## src/logic/ied_map.vh

```
`ifndef IED_MAP_VH
`define IED_MAP_VH
// register indices on the plain register port
`define IED_REG_BASE     4'h0
`define IED_REG_ISP      4'h1
`define IED_REG_PSW      4'h2
`define IED_REG_PC       4'h3
`define IED_REG_NMCTL    4'h4
`define IED_REG_NMSTAT   4'h5
`define IED_REG_VECTOR   4'h6
`define IED_REG_STATE    4'h7
// field positions in the control register
`define IED_CTL_EN       0
`define IED_CTL_PIN      1
`define IED_CTL_LCK      2
// status word bits cleared on entry
`define IED_PSW_T        1
`define IED_PSW_P        9
`define IED_PSW_I        11
// constants
`define IED_STACK_STEP   21'h000004
`define IED_BASE_MASK    21'h00FFFE
`define IED_PSW_SLOT     21'h000002
// reset values and fixed vector constants
`define IED_BASE_RST     21'h000000
`define IED_ISP_RST      21'h000000
`define IED_NMI_VECTOR   6'h01
`define IED_IRQ_OFFSET   6'h10
`define IED_DISPATCH_LEN 6'h30
`endif

```

## src/logic/ied_core.v

```verilog
// The address-and-strobe port and the register addresses were chosen for this implementation.
`timescale 1ns/10ps
`include "ied_map.vh"

// Notes on behaviour
// RL1: entry lowers stack pointer by four first
// RL2: then pushes program counter and status
// RL3: entry clears interrupt enable, pending, trace
// RL4: vector doubled plus base fetches entry into counter
// RL5: return pops counter, status, raises pointer four
// RL6: table: 1 nonmask, 5-10 traps, 16+n
// RL7: entry halfword shifted left, zero-extended
// RL8: base is 21 bits, top five, bit0 zero
// RL9: software loads base before using interrupts
// RL10: table holds 48 halfword entries
// RL11: entry address is vector times two plus base
// RL12: software sets stack pointer into ram first
// RL13: falling pin edge traps, synchronised inside
// RL14: nonmask trap disabled until enable set
// RL15: single-shot enable cleared when trap taken
// RL16: locked enable sticks until reset
// RL17: locked enable makes single-shot enable ignored
// RL18: handler re-arms single-shot enable before return
// RL19: vector shows highest enabled pending request
// RL20: request flag set by edge, cleared on read
// RL21: maskable vector equals sixteen plus request
module ied_core #(
  parameter NREQ = 32
) (
  // clock and asynchronous reset
  input wire sys_clk_i,
  input wire rst_i,
  // register port
  input wire [3:0] addr_i,
  input wire [31:0] wdata_i,
  input wire wr_i,
  input wire rd_i,
  output reg [31:0] rdata_o,
  // interrupt control unit side
  input wire [NREQ-1:0] irq_pend_i,
  input wire [NREQ-1:0] irq_en_i,
  // current core state and sequence requests
  input wire [15:0] psw_i,
  input wire [20:0] pc_i,
  input wire int_req_i,
  input wire return_from_exception_i,
  // nonmask pin, asynchronous, active low
  input wire nmi_n_i,
  // stack and dispatch table memory port
  output reg mem_wr_o,
  output reg mem_rd_o,
  output reg [20:0] mem_addr_o,
  output reg [15:0] mem_wdata_o,
  input wire [15:0] mem_rdata_i,
  input wire mem_ack_i,
  // register updates handed to the core
  output reg [20:0] pc_o,
  output reg pc_load_o,
  output reg [15:0] psw_o,
  output reg psw_load_o,
  output reg busy_o
);

  // sequencer states
  localparam ST_IDLE = 4'h0;
  localparam ST_DEC = 4'h1;
  localparam ST_PUSH_PC = 4'h2;
  localparam ST_PUSH_PSW = 4'h3;
  localparam ST_FETCH = 4'h4;
  localparam ST_LOAD = 4'h5;
  // return path states
  localparam ST_POP_PC = 4'h6;
  localparam ST_POP_PSW = 4'h7;
  localparam ST_INC = 4'h8;

  // priority encoder: highest enabled pending request, valid in bit 6
  function [6:0] ied_prio;
    input [NREQ-1:0] act;
    integer k;
    begin
      ied_prio = 7'h00;
      // later passes overwrite, so the highest index wins
      for (k = 0; k < NREQ; k = k + 1) begin
        if (act[k]) begin
          ied_prio = {1'b1, `IED_IRQ_OFFSET + k[5:0]};
        end
      end
    end
  endfunction

  reg [20:0] base_q; // dispatch table base
  reg [20:0] isp_q; // interrupt stack pointer
  reg [3:0] st_q; // sequencer state
  reg nmi_s1_q; // synchroniser first stage
  reg nmi_s2_q; // synchroniser second stage
  reg nmi_s3_q; // previous synchronised level
  reg en_q; // single-shot enable
  reg lck_q; // locked enable
  reg ext_q; // external request flag
  reg nmi_pend_q; // nonmask trap waiting for entry
  reg is_nmi_q; // current entry is the nonmask trap
  reg [5:0] vec_q; // latched vector of current entry
  reg [5:0] vreg_q; // vector register
  reg [20:0] pc_hold_q; // popped counter

  wire [6:0] prio = ied_prio(irq_pend_i & irq_en_i);
  wire nmi_fall = nmi_s3_q & ~nmi_s2_q;
  wire nmi_armed = lck_q | en_q; // see RL14
  // a trap fires when an edge meets an armed enable
  wire nmi_take = nmi_fall & nmi_armed; // see RL17
  // register strobes decoded once for the flag logic
  wire rd_stat = rd_i & (addr_i == `IED_REG_NMSTAT);
  wire wr_ctl = wr_i & (addr_i == `IED_REG_NMCTL);
  wire start_nmi = (st_q == ST_IDLE) & (nmi_pend_q | nmi_take);
  // entry address: vector doubled plus base
  wire [20:0] ent_addr = base_q + {14'h0000, vec_q, 1'b0}; // see RL11

  // nonmask pin synchroniser and edge history
  always @(posedge sys_clk_i or posedge rst_i) begin
    // pin idles high, so a high reset gives no false edge
    if (rst_i) begin
      nmi_s1_q <= 1'b1;
      nmi_s2_q <= 1'b1;
      nmi_s3_q <= 1'b1;
    end else begin
      nmi_s1_q <= nmi_n_i; // see RL13
      nmi_s2_q <= nmi_s1_q;
      nmi_s3_q <= nmi_s2_q;
    end
  end

  // nonmask enables, request flag and pending trap
  always @(posedge sys_clk_i or posedge rst_i) begin
    if (rst_i) begin
      // both enables off out of reset
      en_q <= 1'b0; // see RL14
      lck_q <= 1'b0;
      ext_q <= 1'b0;
      nmi_pend_q <= 1'b0;
    end else begin
      // lock can only be set by software and is cleared only by reset
      if (wr_ctl & wdata_i[`IED_CTL_LCK]) begin
        lck_q <= 1'b1; // see RL16
      end
      // software write, then hardware auto-clear on a taken trap
      if (wr_ctl) begin
        en_q <= wdata_i[`IED_CTL_EN];
      end
      // with the lock set the auto-clear does nothing
      if (nmi_take & ~lck_q) begin
        en_q <= 1'b0; // see RL15
      end
      // set wins over the clear-on-read
      if (nmi_fall) begin
        ext_q <= 1'b1; // see RL20
      end else if (rd_stat) begin
        ext_q <= 1'b0;
      end
      // hold trap until sequencer is free
      if (start_nmi) begin
        nmi_pend_q <= 1'b0;
      end
      if (nmi_take & ~start_nmi) begin
        nmi_pend_q <= 1'b1;
      end
    end
  end

  // vector register tracks highest enabled pending request
  always @(posedge sys_clk_i or posedge rst_i) begin
    if (rst_i) begin
      vreg_q <= 6'h00;
    end else if (prio[6]) begin
      vreg_q <= prio[5:0]; // see RL19, RL21
    end else begin
      // nothing enabled and pending reads zero
      vreg_q <= 6'h00;
    end
  end

  // base register written by software; stack pointer is written in the sequencer
  always @(posedge sys_clk_i or posedge rst_i) begin
    if (rst_i) begin
      base_q <= `IED_BASE_RST;
    end else if (wr_i & (addr_i == `IED_REG_BASE)) begin
      base_q <= wdata_i[20:0] & `IED_BASE_MASK; // see RL8, RL9
    end
  end

  // entry and return sequencer
  always @(posedge sys_clk_i or posedge rst_i) begin
    if (rst_i) begin
      st_q <= ST_IDLE;
      isp_q <= `IED_ISP_RST;
      is_nmi_q <= 1'b0;
      vec_q <= 6'h00;
      pc_hold_q <= 21'h000000;
      mem_wr_o <= 1'b0;
      mem_rd_o <= 1'b0;
      // memory port leaves reset with a cleared address
      mem_addr_o <= 21'h000000;
      mem_wdata_o <= 16'h0000;
      pc_o <= 21'h000000;
      pc_load_o <= 1'b0;
      psw_o <= 16'h0000;
      psw_load_o <= 1'b0;
      busy_o <= 1'b0;
    end else begin
      pc_load_o <= 1'b0;
      psw_load_o <= 1'b0;
      case (st_q)
        ST_IDLE: begin
          // stack pointer is software-writable only when idle
          if (wr_i & (addr_i == `IED_REG_ISP)) begin
            isp_q <= wdata_i[20:0]; // see RL12
          end
          // nonmask trap first, then maskable, then return
          if (start_nmi) begin
            is_nmi_q <= 1'b1;
            vec_q <= `IED_NMI_VECTOR; // see RL6
            busy_o <= 1'b1;
            st_q <= ST_DEC;
          end else if (int_req_i) begin
            is_nmi_q <= 1'b0;
            vec_q <= vreg_q; // see RL4
            busy_o <= 1'b1;
            st_q <= ST_DEC;
          end else if (return_from_exception_i) begin
            busy_o <= 1'b1;
            mem_rd_o <= 1'b1;
            mem_addr_o <= isp_q; // see RL5
            st_q <= ST_POP_PC;
          end else begin
            busy_o <= 1'b0;
          end
        end
        ST_DEC: begin
          // lower the pointer first, then push the counter
          isp_q <= isp_q - `IED_STACK_STEP; // see RL1
          mem_wr_o <= 1'b1;
          mem_addr_o <= isp_q - `IED_STACK_STEP; // see RL2
          mem_wdata_o <= pc_i[16:1];
          st_q <= ST_PUSH_PC;
        end
        ST_PUSH_PC: begin
          // counter word taken, status goes one halfword above
          if (mem_ack_i) begin
            mem_addr_o <= isp_q + `IED_PSW_SLOT;
            mem_wdata_o <= psw_i; // see RL2
            st_q <= ST_PUSH_PSW;
          end
        end
        ST_PUSH_PSW: begin
          // status taken: clear the masks, then fetch the entry
          if (mem_ack_i) begin
            mem_wr_o <= 1'b0;
            psw_o <= psw_i;
            psw_o[`IED_PSW_I] <= 1'b0; // see RL3
            psw_o[`IED_PSW_P] <= 1'b0;
            psw_o[`IED_PSW_T] <= 1'b0;
            psw_load_o <= 1'b1;
            // vectors past the table end are not fetched
            if (vec_q < `IED_DISPATCH_LEN) begin
              mem_rd_o <= 1'b1;
              mem_addr_o <= ent_addr; // see RL10, RL11
              st_q <= ST_FETCH;
            end else begin
              busy_o <= 1'b0;
              st_q <= ST_IDLE;
            end
          end
        end
        ST_FETCH: begin
          // table entry holds routine address bits 16 to 1
          if (mem_ack_i) begin
            mem_rd_o <= 1'b0;
            pc_o <= {4'h0, mem_rdata_i, 1'b0}; // see RL7
            st_q <= ST_LOAD;
          end
        end
        ST_LOAD: begin
          // hand the routine address to the core
          pc_load_o <= 1'b1; // see RL4
          busy_o <= 1'b0;
          st_q <= ST_IDLE;
        end
        ST_POP_PC: begin
          // counter popped, read the status word above it
          if (mem_ack_i) begin
            pc_hold_q <= {4'h0, mem_rdata_i, 1'b0};
            mem_addr_o <= isp_q + `IED_PSW_SLOT;
            st_q <= ST_POP_PSW;
          end
        end
        ST_POP_PSW: begin
          // status popped, stage both words for loading
          if (mem_ack_i) begin
            mem_rd_o <= 1'b0;
            psw_o <= mem_rdata_i;
            pc_o <= pc_hold_q; // see RL5
            st_q <= ST_INC;
          end
        end
        ST_INC: begin
          // release the frame and load both registers
          isp_q <= isp_q + `IED_STACK_STEP; // see RL5
          pc_load_o <= 1'b1;
          psw_load_o <= 1'b1;
          busy_o <= 1'b0;
          st_q <= ST_IDLE;
        end
        default: begin
          // unused state codes fall back to idle
          busy_o <= 1'b0;
          mem_wr_o <= 1'b0;
          mem_rd_o <= 1'b0;
          st_q <= ST_IDLE;
        end
      endcase
    end
  end

  // read data, one cycle after the read strobe
  always @(posedge sys_clk_i or posedge rst_i) begin
    if (rst_i) begin
      rdata_o <= 32'h00000000;
    end else if (rd_i) begin
      case (addr_i)
        `IED_REG_BASE: rdata_o <= {11'h000, base_q};
        `IED_REG_ISP: rdata_o <= {11'h000, isp_q};
        `IED_REG_PSW: rdata_o <= {16'h0000, psw_o};
        `IED_REG_PC: rdata_o <= {11'h000, pc_o};
        `IED_REG_NMCTL: rdata_o <= {29'h00000000, lck_q, nmi_s2_q, en_q};
        `IED_REG_NMSTAT: rdata_o <= {31'h00000000, ext_q}; // see RL20
        `IED_REG_VECTOR: rdata_o <= {26'h0000000, vreg_q};
        `IED_REG_STATE: rdata_o <= {27'h0000000, is_nmi_q, st_q};
        // unmapped indices read zero
        default: rdata_o <= 32'h00000000;
      endcase
    end else begin
      // read data stands for one cycle only
      rdata_o <= 32'h00000000;
    end
  end

endmodule // ied_core

```

## config.mk

```make
export PLATFORM = sky130hd
export DESIGN_NAME = ied_core
export DESIGN_NICKNAME = d
export VERILOG_FILES = /design/src/logic/ied_core.v
export VERILOG_INCLUDE_DIRS = /design/src /design/src/logic
export SDC_FILE = /design/constraint.sdc
export NUM_CORES = 1
export LEC_CHECK = 0
export BUFFER_PORTS_ARGS = -buffer_cell sky130_fd_sc_hd__buf_2
export CORE_MARGIN = 2
export CORE_UTILIZATION = 58
export DETAILED_ROUTE_END_ITERATION = 10
export PLACE_DENSITY = 0.87
export RECOVER_POWER = 25
export SYNTH_ARGS = -nofsm -noshare
export SYNTH_HDL_FRONTEND = slang
export SYNTH_SLANG_ARGS = --single-unit
```

## constraint.sdc

```tcl
create_clock -name sys_clk_i -period 8.15 [get_ports sys_clk_i]
set_input_delay 0 -clock sys_clk_i [delete_from_list [all_inputs] [get_ports sys_clk_i]]
set_output_delay 0 -clock sys_clk_i [all_outputs]
set_load 0.01 [all_outputs]
```

==> flow_summary.yaml <==
power_and_ir_drop:
  p_clk_share_pct: 18.7
  p_switching_mw: 2.11
  p_sw_share_pct: 46.9
  ir_drop_v: 0.000291
  p_per_area_mw_per_mm2: 347
  internal-power_mw: 2.39
  seqPwrFrac_pct: 36.7
  p_leak_nw: 5.79
  comb_power_share_pct: 44.6
floorplan:
  die_area_mm2: 0.0187
  ios: 272
  die_w_um: 137
  die_h_um: 137
  rows: 48
  start_util_pct: 59.3
  core_mm2: 0.0172
synth:
  synth-xor-area-share_pct: 1.79
  synth_top_family_by_area: "compound AO/OA/AOI/OAI gates"
  avgSynthCellArea_um2: 9.11
  synth_top_area_share_pct: 41.2
  synth_warnings: 0
  muxShareOfSynthArea_pct: 8.94
  synthFlopType: "dfrtp_1"
  synth_area_mm2: 0.0102
  yosysSeqAreaShare_pct: 41.9
  synthArstFlopShare_pct: 100
  synth_seq_cells: 171
  synth_largest_area_cell: "dfrtp_1"
  synth_edf_count: 0
  yosys-top-cells-area: "dfrtp_1 41%, mux2i_1 5.2%, o21ai_0 5.1%"
  synthSimpleGateAreaFrac_pct: 17.1
  synth_cell_type_count: 84
  yosys.area_share.adder_pct: 1.30
  netlist_instances: 1122
  synth_compound_area_share_pct: 23.4
clocking:
  cts_sinks: 171
  h-tree-depth: 4
  cts_setup_buffers: 0
  cts_buffers: 17
  cts_tree: "yes"
  root_buffer: "clkbuf_16"
  cts_buffer_depth: 2
  clk_latency_ns: 0.46
  path_clk_slew_ns: 0.07
timing:
  grt_setup_unrepaired: "false"
  min_period_over_period_pct: 45.8
  tightest_slew_ns: 4.28
  setup_violations: 0
  tns_ns: 0
  drv_slew: 98
  hold_violations: 0
  fin_ws_ns: 4.42
  clock.fmax_ghz: 0.268
  relSlewSlack_pct: -187
  fin_worst_skew_ns: 0.0187
  post-route-min-period_ns: 3.73
final_layout:
  fillers: 1150
  area_delta_synth_final_pct: 26.9
  drive_above_1_share_pct: 20.7
  num_antenna_cells: 0
  final_nets: 1579
placed_design:
  dpl_worst_slack_ns: 5.17
  port_buffers: 239
  dp_hpwl_um: 22700
  gp_congestion: 0.960
status:
  status: "finished with violations"
  violations: "capacitance limit, slew limit"
route:
  finalWirelength_um: 37400
  routedWlPerCell_um: 22.7
  viasPerCell: 6.77
  antenna_left: 0
  drtIter0Drc: 1539
  drt_first_pass_iters: 6
  drc: 0
  vias: 11100
hold_path:
  hold_path.class: "in2reg"
global_route:
  grt_pass1_vias: 10900
  grt_pass1_wl_um: 58200
  track_usage_pct: 40.4
  overflow: 0
  antenna_found_initial: 0
  grt_max_degree: 98
worst_setup_path:
  worst_ep_required_time_ns: 8.59
  cp.arrival_ns: 4.17
  critPathMaxFanout: 97
  path_class: "in2async"
  end_kind: "async pin"
  crit_path_start_kind: "input pin"
flow_run:
  cap_violations: 1
through the flow:
stage               area (um2)  utilization, %  cells  total power, mW  hold slack, ns
floorplan                10300               -   1137             2.81         0.00448
global placement         11400            66.1   1512             3.37           0.107
detailed placement       11400            66.1   1512             3.44           0.107
CTS                      13000            75.6   1646             4.35         0.00205
global route             13000            75.2   1646             4.71          0.0424
finish                   13000            75.2   1646             4.50          0.0284
final cells by class:
class | instances | area (um2) | share of cell area (%)
Multi-Input combinational cell | 849 | 5490 | 42.3
Sequential cell | 171 | 4280 | 33.0
Timing Repair Buffer | 351 | 2230 | 17.2
Clock buffer | 17 | 425 | 3.28
Tap cell | 225 | 282 | 2.17
Clock inverter | 15 | 193 | 1.49
Inverter | 18 | 68.8 | 0.531
power groups by stage:
| stage | sequential, mW | clock, mW | combinational, mW |
|---|---|---|---|
| finish | 1.65 | 0.842 | 2.01 |
| global route | 1.68 | 0.883 | 2.16 |
| CTS | 1.60 | 0.838 | 1.92 |
| detailed placement | 1.61 | 0 | 1.83 |
| global placement | 1.59 | 0 | 1.77 |
| floorplan | 1.43 | 0 | 1.38 |
timing repair:
action                    in CTS  in global routing
hold endpoints to repair     209                  0
resized for setup              0                  0
hold buffers                 102                  0
critical path, stage by stage:
cell and delay, ns:
dlygate4sd3_1 0.53, buf_2 0.12, clkinvlp_2 2.36, buf_4 1.03
synthesized netlist by cell type, drive strengths merged (8+ instances only):
library cell,n
nand4,11
o31ai,8
and3,11
mux2,34
nor4,17
a21oi,70
a31oi,20
a22o,12
o21ai,108
mux2i,53
inv,18
nor3,28
buf,46
a211oi,15
clkbuf,53
nor2,87
xnor2,13
a22oi,41
nand2,125
ha,9
a221oi,10
dfrtp,168
nand3,28
state kept, by name, summed over array words and instances (netlist names), 4 cells and up:
| signal | count |
|---|---|
| psw_o | 16 |
| pc_o | 16 |
| isp_q | 21 |
| rdata_o | 21 |
| vec_q | 6 |
| base_q | 15 |
| st_q | 4 |
| pc_hold_q | 16 |
| mem_addr_o | 21 |
| vreg_q | 6 |
| mem_wdata_o | 16 |
layout by cell type, fill, tap and decap left out, drive strengths merged, types with 10 or more instances in the layout:
| cell | synthesis | layout |
|---|---|---|
| a22o | 12 | 12 |
| a211oi | 15 | 15 |
| xnor2 | 13 | 13 |
| nor4 | 17 | 17 |
| inv | 18 | 24 |
| dfrtp | 168 | 168 |
| clkbuf | 53 | 69 |
| buf | 46 | 197 |
| dlygate4sd3 | 0 | 102 |
| a221oi | 10 | 10 |
| a22oi | 41 | 41 |
| a21oi | 70 | 70 |
| a31oi | 20 | 20 |
| o21ai | 108 | 108 |
| mux2 | 34 | 34 |
| nand3 | 28 | 28 |
| nand2 | 125 | 125 |
| nor2 | 87 | 87 |
| nor3 | 28 | 28 |
| nand4 | 11 | 11 |
| and3 | 11 | 11 |
| conb | 1 | 16 |
| mux2i | 53 | 53 |
logic make-up (layout without fill, tap and decap cells):
logic type / Yosys count / count (layout)
compound gates: 361 / 361
xor+xnor: 20 / 20
fa+ha+maj: 10 / 10
buf+inv: 117 / 401
flops: 171 / 171
mux: 87 / 87
other cells: 1 / 16
simple gates: 355 / 355
final timing paths:
kind / from / depth (start not counted) / end / slack (ns)
hold reg to reg: nmi_s1_q / 0 / nmi_s2_q / 0.36
setup reg to reg: st_q[0] / 6 / mem_wdata_o[0] / 4.73
setup / recovery: rst_i / 4 / isp_q[15] / 4.42
max in group sys_clk_i: st_q[0] / 6 / mem_wdata_o[0] / 4.73
hold / removal: irq_en_i[28] / 5 / vreg_q[5] / 0.03
min in group asynchronous: rst_i / 3 / mem_wdata_o[3] / 1.37
layer usage:
layer	vias to the layer above	wire [um]	share of wire (%)	GRT usage, %
li1	4722	-	-	-
met1	5245	13600	36	51.7
met2	927	17200	46	63.1
met3	244	4280	11	10.2
met4	0	2310	6.2	21.8
met5	-	0	0	0
Note: power is estimated with default switching activity, not from simulation.
